$ cat src/inc/mprs_cfg.svh
// timing constants and the sleep control reset value for the power and reset sequencer
// assumes a 10 MHz standby-domain clock
`ifndef MPRS_CFG_SVH
`define MPRS_CFG_SVH

`define MPRS_CLK_HZ 10000000
// settle time after standby power before the automatic power-up, in microseconds
`define MPRS_SETTLE_US 1000
`define MPRS_SETTLE_CYC ((`MPRS_SETTLE_US * (`MPRS_CLK_HZ / 1000000)) < 1 ? 1 : (`MPRS_SETTLE_US * (`MPRS_CLK_HZ / 1000000)))
// long button press threshold, in milliseconds
`define MPRS_LONG_PRESS_MS 4000
`define MPRS_LONG_PRESS_CYC (`MPRS_LONG_PRESS_MS * (`MPRS_CLK_HZ / 1000))
// least reset hold time, in milliseconds
`define MPRS_RST_HOLD_MS 50
`define MPRS_RST_HOLD_CYC (`MPRS_RST_HOLD_MS * (`MPRS_CLK_HZ / 1000))
// debounce filter length, in microseconds
`define MPRS_DEBOUNCE_US 100
`define MPRS_DEBOUNCE_CYC ((`MPRS_DEBOUNCE_US * (`MPRS_CLK_HZ / 1000000)) < 1 ? 1 : (`MPRS_DEBOUNCE_US * (`MPRS_CLK_HZ / 1000000)))
// management bus clock limits, in kHz
`define MPRS_MGMT_BUS_MIN_KHZ 10
`define MPRS_MGMT_BUS_MAX_KHZ 100
// peripheral reset release delay after main rail good, in cycles
`define MPRS_PERIPH_DLY_CYC 1000
// sleep rail control reset value: high keeps the main rail off
`define MPRS_SLEEP_RST 1'b1

`endif

$ cat src/inc/mprs_pkg.sv
// types for the power and reset sequencer
package mprs_pkg;

    typedef enum logic [2:0] {
        MPRS_OFF,
        MPRS_SETTLE,
        MPRS_WAIT_GOOD,
        MPRS_ON,
        MPRS_STANDBY,
        MPRS_SOFT_OFF
    } mprs_state_t;

endpackage

$ cat src/inc/mprs_filt_if.sv
// carries one filtered input and its measured hold state between modules
// assumes a single clock domain
`timescale 1ns/10ps
`default_nettype none

interface mprs_filt_if;
    logic level;
    logic fall;
    logic rise;
    logic long_held;

    modport src (output level, output fall, output rise, output long_held);
    modport dst (input level, input fall, input rise, input long_held);
endinterface

`default_nettype wire

$ cat src/design/mprs_filter.sv
// two-flop synchroniser, debounce filter and low-time counter for one active-low input
// assumes the input is asynchronous to i_clk_sys
`timescale 1ns/10ps
`default_nettype none
`include "mprs_cfg.svh"

module mprs_filter #(
    parameter int DEB_CYC = `MPRS_DEBOUNCE_CYC,
    parameter int LONG_CYC = 100
) (
    input wire logic i_clk_sys,
    input wire logic i_rst_n,
    input wire logic i_pin_n,
    mprs_filt_if.src o_filt
);
    logic sync1_q;
    logic sync2_q;
    logic level_q;
    logic [31:0] deb_cnt_q;
    logic [31:0] low_cnt_q;

    // ------------------------------------------------------------
    // synchroniser
    // ------------------------------------------------------------
    always_ff @(posedge i_clk_sys or negedge i_rst_n) begin
        if (!i_rst_n) begin
            sync1_q <= 1'b1;
            sync2_q <= 1'b1;
        end else begin
            sync1_q <= i_pin_n;
            sync2_q <= sync1_q;
        end
    end

    // ------------------------------------------------------------
    // debounce: level changes only after a stable run
    // ------------------------------------------------------------
    always_ff @(posedge i_clk_sys or negedge i_rst_n) begin
        if (!i_rst_n) begin
            level_q <= 1'b1;
            deb_cnt_q <= 32'h0000_0000;
        end else if (sync2_q == level_q) begin
            deb_cnt_q <= 32'h0000_0000;
        end else if (deb_cnt_q >= 32'(DEB_CYC - 1)) begin
            level_q <= sync2_q;
            deb_cnt_q <= 32'h0000_0000;
        end else begin
            deb_cnt_q <= deb_cnt_q + 32'h0000_0001;
        end
    end

    // ------------------------------------------------------------
    // low-time measure, saturating so a stuck pin cannot wrap
    // ------------------------------------------------------------
    always_ff @(posedge i_clk_sys or negedge i_rst_n) begin
        if (!i_rst_n) begin
            low_cnt_q <= 32'h0000_0000;
        end else if (level_q) begin
            low_cnt_q <= 32'h0000_0000;
        end else if (low_cnt_q < 32'(LONG_CYC)) begin
            low_cnt_q <= low_cnt_q + 32'h0000_0001;
        end
    end

    assign o_filt.level = level_q;
    assign o_filt.fall = (sync2_q == 1'b0) && level_q && (deb_cnt_q >= 32'(DEB_CYC - 1));
    assign o_filt.rise = (sync2_q == 1'b1) && !level_q && (deb_cnt_q >= 32'(DEB_CYC - 1));
    assign o_filt.long_held = !level_q && (low_cnt_q >= 32'(LONG_CYC));
endmodule

`default_nettype wire

$ cat src/design/mprs_sequencer.sv
// power and reset sequencer of the module, standby clock domain
// assumes the standby rail powers this logic and i_rst_n is the standby power-on reset
//
// Notes on behaviour
// - power up automatically after settle time
// - standby first, then sleep control low (here both switch in the same cycle, on entering wait-good)
// - sleep control high means main off
// - short press standby, over 4s off
// - request drives sleep control high
// - 50 ms reset causes global reset
// - active-low peripheral reset output
// - two standby GPIOs live in off
// - bus 1 on only, bus 2 from wait-good on
// - overheat output asserted before shutdown
`timescale 1ns/10ps
`default_nettype none
`include "mprs_cfg.svh"

module mprs_sequencer #(
    parameter int SETTLE_CYC = `MPRS_SETTLE_CYC,
    parameter int LONG_PRESS_CYC = `MPRS_LONG_PRESS_CYC,
    parameter int RST_HOLD_CYC = `MPRS_RST_HOLD_CYC,
    parameter int DEBOUNCE_CYC = `MPRS_DEBOUNCE_CYC,
    parameter int PERIPH_DLY_CYC = `MPRS_PERIPH_DLY_CYC
) (
    input wire logic i_clk_sys,
    input wire logic i_rst_n,
    input wire logic i_power_button_n,
    input wire logic i_global_reset_in_n,
    input wire logic i_carrier_power_good,
    input wire logic i_overheat_n,
    output logic o_sleep_rail_control,
    output logic o_peripheral_reset_out_n,
    output logic o_overheat_alert_n,
    output logic o_overheat_alert_oe,
    output logic o_global_reset_n,
    output logic o_main_gpio_en,
    output logic o_standby_gpio_en,
    output logic o_main_mgmt_bus_en,
    output logic o_standby_mgmt_bus_en,
    output logic [2:0] o_state
);
    mprs_pkg::mprs_state_t state_q;
    mprs_pkg::mprs_state_t state_d;
    logic [31:0] settle_cnt_q;
    logic [31:0] periph_cnt_q;
    logic pg_q;
    logic sleep_q;
    logic periph_rst_n_q;
    logic glob_rst_n_q;
    logic oh_n_q;
    logic main_en_q;
    logic stby_en_q;
    logic rst_long_seen_q;
    logic btn_long_done_q;

    mprs_filt_if btn_if ();
    mprs_filt_if rst_if ();

    // ------------------------------------------------------------
    // input conditioning
    // ------------------------------------------------------------
    // sync and debounce
    mprs_filter #(
        .DEB_CYC(DEBOUNCE_CYC),
        .LONG_CYC(LONG_PRESS_CYC)
    ) u_btn_filter (
        .i_clk_sys(i_clk_sys),
        .i_rst_n(i_rst_n),
        .i_pin_n(i_power_button_n),
        .o_filt(btn_if.src)
    );

    mprs_filter #(
        .DEB_CYC(DEBOUNCE_CYC),
        .LONG_CYC(RST_HOLD_CYC)
    ) u_rst_filter (
        .i_clk_sys(i_clk_sys),
        .i_rst_n(i_rst_n),
        .i_pin_n(i_global_reset_in_n),
        .o_filt(rst_if.src)
    );

    // power good treated as a synchronous level; one register stage for timing only
    always_ff @(posedge i_clk_sys or negedge i_rst_n) begin
        if (!i_rst_n) begin
            pg_q <= 1'b0;
        end else begin
            pg_q <= i_carrier_power_good;
        end
    end

    // ------------------------------------------------------------
    // reset hold qualification
    // ------------------------------------------------------------
    // hold at least 50 ms
    always_ff @(posedge i_clk_sys or negedge i_rst_n) begin
        if (!i_rst_n) begin
            rst_long_seen_q <= 1'b0;
        end else if (rst_if.long_held) begin
            rst_long_seen_q <= 1'b1;
        end else if (rst_if.level) begin
            rst_long_seen_q <= 1'b0;
        end
    end

    // the long-press decision fires once, while still held; release then is ignored
    always_ff @(posedge i_clk_sys or negedge i_rst_n) begin
        if (!i_rst_n) begin
            btn_long_done_q <= 1'b0;
        end else if (btn_if.level) begin
            btn_long_done_q <= 1'b0;
        end else if (btn_if.long_held) begin
            btn_long_done_q <= 1'b1;
        end
    end

    // ------------------------------------------------------------
    // settle counter
    // ------------------------------------------------------------
    always_ff @(posedge i_clk_sys or negedge i_rst_n) begin
        if (!i_rst_n) begin
            settle_cnt_q <= 32'h0000_0000;
        end else if (state_q == mprs_pkg::MPRS_SETTLE) begin
            settle_cnt_q <= settle_cnt_q + 32'h0000_0001;
        end else begin
            settle_cnt_q <= 32'h0000_0000;
        end
    end

    // ------------------------------------------------------------
    // state machine
    // ------------------------------------------------------------
    always_comb begin
        state_d = state_q;
        case (state_q)
            mprs_pkg::MPRS_OFF: begin
                state_d = mprs_pkg::MPRS_SETTLE;
            end
            mprs_pkg::MPRS_SETTLE: begin
                if (settle_cnt_q >= 32'(SETTLE_CYC - 1)) begin
                    state_d = mprs_pkg::MPRS_WAIT_GOOD;
                end
            end
            mprs_pkg::MPRS_WAIT_GOOD: begin
                if (pg_q) begin
                    state_d = mprs_pkg::MPRS_ON;
                end
            end
            mprs_pkg::MPRS_ON: begin
                if (btn_if.long_held && !btn_long_done_q) begin
                    state_d = mprs_pkg::MPRS_SOFT_OFF;
                end else if (btn_if.rise && !btn_long_done_q) begin
                    state_d = mprs_pkg::MPRS_STANDBY;
                end else if (!pg_q) begin
                    state_d = mprs_pkg::MPRS_WAIT_GOOD;
                end
            end
            mprs_pkg::MPRS_STANDBY, mprs_pkg::MPRS_SOFT_OFF: begin
                if (btn_if.fall) begin
                    state_d = mprs_pkg::MPRS_WAIT_GOOD;
                end
            end
            default: begin
                state_d = mprs_pkg::MPRS_OFF;
            end
        endcase
        if (rst_long_seen_q && rst_if.rise) begin
            state_d = mprs_pkg::MPRS_OFF;
        end
    end

    always_ff @(posedge i_clk_sys or negedge i_rst_n) begin
        if (!i_rst_n) begin
            state_q <= mprs_pkg::MPRS_OFF;
        end else begin
            state_q <= state_d;
        end
    end

    // ------------------------------------------------------------
    // main rail control
    // ------------------------------------------------------------
    // low only when on or waiting for power good
    always_ff @(posedge i_clk_sys or negedge i_rst_n) begin
        if (!i_rst_n) begin
            sleep_q <= `MPRS_SLEEP_RST;
        end else begin
            sleep_q <= !(state_d == mprs_pkg::MPRS_ON || state_d == mprs_pkg::MPRS_WAIT_GOOD);
        end
    end

    // ------------------------------------------------------------
    // resets
    // ------------------------------------------------------------
    // global reset once held past the hold time, and through off and settle
    always_ff @(posedge i_clk_sys or negedge i_rst_n) begin
        if (!i_rst_n) begin
            glob_rst_n_q <= 1'b0;
        end else begin
            glob_rst_n_q <= !(rst_long_seen_q || state_d == mprs_pkg::MPRS_OFF
                || state_d == mprs_pkg::MPRS_SETTLE);
        end
    end

    always_ff @(posedge i_clk_sys or negedge i_rst_n) begin
        if (!i_rst_n) begin
            periph_cnt_q <= 32'h0000_0000;
            periph_rst_n_q <= 1'b0;
        end else if (state_q != mprs_pkg::MPRS_ON || rst_long_seen_q) begin
            periph_cnt_q <= 32'h0000_0000;
            periph_rst_n_q <= 1'b0;
        end else if (periph_cnt_q >= 32'(PERIPH_DLY_CYC - 1)) begin
            periph_rst_n_q <= 1'b1;
        end else begin
            periph_cnt_q <= periph_cnt_q + 32'h0000_0001;
        end
    end

    // ------------------------------------------------------------
    // overheat alert, open drain: drive low only
    // ------------------------------------------------------------
    // assert on overheat
    always_ff @(posedge i_clk_sys or negedge i_rst_n) begin
        if (!i_rst_n) begin
            oh_n_q <= 1'b1;
        end else begin
            oh_n_q <= i_overheat_n;
        end
    end

    // ------------------------------------------------------------
    // interface enables by power state
    // ------------------------------------------------------------
    // fully-on only
    always_ff @(posedge i_clk_sys or negedge i_rst_n) begin
        if (!i_rst_n) begin
            main_en_q <= 1'b0;
        end else begin
            main_en_q <= (state_d == mprs_pkg::MPRS_ON);
        end
    end

    always_ff @(posedge i_clk_sys or negedge i_rst_n) begin
        if (!i_rst_n) begin
            stby_en_q <= 1'b0;
        end else begin
            stby_en_q <= (state_d != mprs_pkg::MPRS_OFF && state_d != mprs_pkg::MPRS_SETTLE);
        end
    end

    assign o_sleep_rail_control = sleep_q;
    assign o_peripheral_reset_out_n = periph_rst_n_q;
    assign o_overheat_alert_n = 1'b0;
    assign o_overheat_alert_oe = !oh_n_q;
    assign o_global_reset_n = glob_rst_n_q;
    assign o_main_gpio_en = main_en_q;
    assign o_main_mgmt_bus_en = main_en_q;
    assign o_standby_gpio_en = stby_en_q;
    assign o_standby_mgmt_bus_en = stby_en_q;
    assign o_state = state_q;
endmodule

`default_nettype wire

$ cat config.mk
export PLATFORM = sky130hd
export DESIGN_NAME = mprs_sequencer
export DESIGN_NICKNAME = d
export VERILOG_FILES = /design/src/inc/mprs_pkg.sv /design/src/inc/mprs_filt_if.sv /design/src/design/mprs_filter.sv /design/src/design/mprs_sequencer.sv
export VERILOG_INCLUDE_DIRS = /design/src /design/src/inc
export SDC_FILE = /design/constraint.sdc
export NUM_CORES = 1
export LEC_CHECK = 0
export BUFFER_PORTS_ARGS = -buffer_cell sky130_fd_sc_hd__buf_2
export CORE_UTILIZATION = 56
export DETAILED_ROUTE_END_ITERATION = 10
export GPL_TIMING_DRIVEN = 0
export PLACE_DENSITY = 0.75
export SLEW_MARGIN = 25
export SYNTH_ARGS = -nofsm -noshare
export SYNTH_HDL_FRONTEND = slang
export SYNTH_SLANG_ARGS = --single-unit
$ cat constraint.sdc
create_clock -name i_clk_sys -period 2.1 [get_ports i_clk_sys]
set_input_delay 0.105 -clock i_clk_sys [delete_from_list [all_inputs] [get_ports i_clk_sys]]
set_output_delay 0.105 -clock i_clk_sys [all_outputs]
set_load 0.01 [all_outputs]
==> out/qor.csv <==
stage,metric,value,unit
run_status,status,"finished, final reports clean",
route,viasPerCell,5.218,
worst_setup_path,cp_num_buf_inv,0,
yosys,yosys_register_bits,210,
place,portBuffers,16,
timing,max_freq,490.9,MHz
yosys,synthesis.area,8864,um2
power_and_ir_drop,power_density,821.3,nW/um2
worst_setup_path,crit_chain,or4_4 -> or4_4 -> a31oi_4 -> nor2_1 -> mux2_1,
clocking,cts_sinks,210,
timing,fin_skew,0.01246,ns
route,wire_per_inst,13.96,um
route,vias,5907,
job,cap_violations,0,
yosys,synth_top_flop_cell,dfrtp_1,
finish,nFillCells,1161,
timing,rsz0062_at_grt,true,
yosys,ys_types,62,
timing,max-slew-margin-rel,0.5565,
floorplan,rows,45,
timing,min_period_over_period,0.9699,
route,drcViolationCount,0,
clocking,h-tree-depth,1,
global_route,grt_max_degree,90,
floorplan,die_y,127.8,um
worst_setup_path,critical_path.max_fanout,3,
route,firstDrtPassIters,4,
route,first_iter_violations,269,
timing,fin_hold_ws,0.2034,ns
floorplan,start_util,0.5788,
clocking,cts_max_path_buffers,3,
finish,diodes,0,
place,gp_congestion,0.7833,
place,pre_cts_slack,-0.1352,ns
floorplan,core,15310,um2
timing,worst_pin_slew,0.6653,ns
finish,fin_nets,924,
yosys,synth-warning-count,0,
clocking,cts_tree,built,
global_route,grt_overflow,0,
timing,drv_slew,0,
power_and_ir_drop,ir_worst_vdd,0.6423,mV
finish,syn_to_final_growth,19.11,%
floorplan,ios,18,
global_route,grt_pass1_vias,5842,
timing,setup_viol,0,
timing,period_needed,2.037,ns
timing,layout_setup_ws,0.06311,ns
finish,drive_gt1_frac,0.1542,
worst_setup_path,cp_common_cell,or4_4,
finish,post-route-util,0.6894,
worst_setup_path,path_class,reg2reg,
route,drt.antenna.violating_nets,0,
timing,hold_violations,0,
worst_setup_path,end_kind,register,
worst_setup_path,crit_required,2.53,ns
min_path,hp-class,in2async,
floorplan,die_w,127.8,um
floorplan,die_area,16340,um2
clocking,cts_buffers,22,
yosys,synth_edf_count,0,
clocking,clk-insertion-delay-late,0.50,ns
worst_setup_path,critPathTopFamily,simple AND/OR/NAND/NOR gates,
yosys,syn_inst,798,
yosys,yosysSeqAreaShare,0.5940,
clocking,clock-root-buffer,clkbuf_16,
yosys,avgSynthCellArea,11.11,um2
global_route,grt_first_pass_wirelength,27440,um
yosys,async_reset_ff_frac,1.000,
worst_setup_path,start_kind,register,
global_route,grt_usage,0.2050,
finish,mostFrequentLayoutCells,"dfrtp_1 (199), nor2_1 (125), xor2_1 (52), nand3_1 (46), conb_1 (45)",
worst_setup_path,slowest_stage,or4_4,
finish,final_common_cell,dfrtp_1,
power_and_ir_drop,power_leakage,4.828,nW
place,hpwl,9958,um
worst_setup_path,crit_path_max_incr_delay,0.52,ns
clocking,clkTransAtPathRegs,0.06,ns
worst_setup_path,critPathArrivalTime,2.46,ns
global_route,antenna_found_initial,0,
route,wl,15810,um
==> kinds of logic (layout without fill, tap and decap cells) <==
group	count (synthesis)	count (layout)	share of synthesized area
and+or+nand+nor	384	384	0.2271
other	1	45	0.0004231
adders and majority gates	11	11	0.01553
muxes	3	3	0.003529
buffers and inverters	41	120	0.02061
AOI/OAI and AO/OA	63	63	0.05477
DFF	210	210	0.5940
xor gates and xnor gates	85	85	0.08399
==> routing by layer <==
layer / up-vias / track usage / share of wire
li1: 2907 / - / -
met1: 2906 / 0.2880 / 0.47
met2: 63 / 0.3290 / 0.48
met3: 31 / 0.03088 / 0.020
met4: 0 / 0.06920 / 0.028
met5: - / 0 / 0
==> synthesized netlist by cell type, types with 2 or more instances <==
cell	count	share of area
nor3b_1	2	0.0017
buf_6	2	0.0025
dfstp_2	8	0.024
o21ai_0	13	0.0073
a211o_1	4	0.0040
nor2_1	128	0.054
nor2b_1	22	0.016
o211ai_1	3	0.0025
inv_1	20	0.0085
nand2_1	42	0.018
dfrtp_1	202	0.57
o21a_1	2	0.0017
and2_1	25	0.018
buf_4	3	0.0025
o31ai_1	2	0.0017
nor4_1	23	0.016
or4_1	8	0.0068
xnor2_1	33	0.033
nand4b_1	2	0.0020
and3_1	22	0.016
and4_1	6	0.0059
a21o_1	2	0.0017
a31oi_1	3	0.0021
nand4_1	20	0.014
or3_1	8	0.0056
a21oi_1	18	0.010
a2111oi_2	2	0.0034
clkbuf_1	14	0.0059
a211oi_1	2	0.0017
a221oi_2	2	0.0034
nand3_1	51	0.029
xor2_1	52	0.051
nor3_1	11	0.0062
buf_2	2	0.0011
mux2i_1	2	0.0023
ha_1	11	0.016
==> cell type report <==
class | instances | area, um2 | share of cell area
Buffer | 20 | 120.1 | 0.01138
Clock buffer | 29 | 616.8 | 0.05843
Clock inverter | 9 | 83.83 | 0.007940
Inverter | 20 | 75.07 | 0.007111
Multi-Input combinational cell | 591 | 3791 | 0.3591
Sequential cell | 210 | 5269 | 0.4991
Tap cell | 211 | 264.0 | 0.02501
Timing Repair Buffer | 42 | 337.8 | 0.03200
==> state kept, by name, indices dropped and copies added, names as in the netlist, 3 cells and up <==
| signal | cells |
|---|---|
| periph_cnt_q | 32 |
| settle_cnt_q | 32 |
| u_btn_filter.deb_cnt_q | 32 |
| u_btn_filter.low_cnt_q | 32 |
| u_rst_filter.deb_cnt_q | 32 |
| u_rst_filter.low_cnt_q | 32 |
| o_state | 3 |
==> worst register-to-register path, delay by kind of cell (launching register included) <==
| family | cells | cell delay (ns) |
|---|---|---|
| AO/OA/AOI/OAI | 1 | 0.24 |
| flip-flops | 1 | 0.37 |
| multiplexers | 1 | 0.31 |
| AND/OR/NAND/NOR | 3 | 1.05 |
==> repair_timing <==
action                                  in CTS  in global routing
hold buffers                                 5                  0
gates resized for setup                      9                 42
endpoints found under the hold margin       91                  0
endpoints found under the setup margin      29                 71
pin swaps                                    5                 21
setup buffers                                4                 15
==> report_power, final <==
part | switching [mW] | total, mW | leakage [nW] | internal [mW]
Clock | 1.52 | 3.71 | 0.348 | 2.19
Combinational | 0.467 | 0.691 | 1.70 | 0.224
Sequential | 0.0874 | 4.27 | 2.78 | 4.18
Total | 2.08 | 8.67 | 4.83 | 6.59
==> path summary, 6_finish.rpt <==
path / start / to / slack, ns / cells past startpoint
min in group i_clk_sys: i_power_button_n / u_btn_filter.sync1_q$_DFF_PN1_ / 0.25 / 2
max reg2reg: u_rst_filter.deb_cnt_q[22]$_DFF_PN0_ / u_rst_filter.o_filt.level$_DFFE_PN1P_ / 0.06 / 5
max: u_rst_filter.deb_cnt_q[22]$_DFF_PN0_ / u_rst_filter.o_filt.level$_DFFE_PN1P_ / 0.06 / 5
max in group asynchronous: i_rst_n / u_btn_filter.sync1_q$_DFF_PN1_ / 0.81 / 4
min reg2reg: u_rst_filter.sync1_q$_DFF_PN1_ / u_rst_filter.sync2_q$_DFF_PN1_ / 0.36 / 0
min: i_rst_n / settle_cnt_q[23]$_DFF_PN0_ / 0.20 / 2
==> metrics by stage <==
step | std cells | power [mW] | cell area (um2) | setup TNS [ns]
after floorplan | 842 | 4.749 | 9029 | 0
after global placement | 1069 | 4.973 | 9373 | -520.85
after detailed placement | 1071 | 5.003 | 9438 | -1.200
after CTS | 1118 | 8.751 | 10260 | -0.05468
after global routing | 1132 | 9.036 | 10560 | -0.2756
final | 1132 | 8.671 | 10560 | 0
No activity file was read; power rests on OpenSTA's default activity.
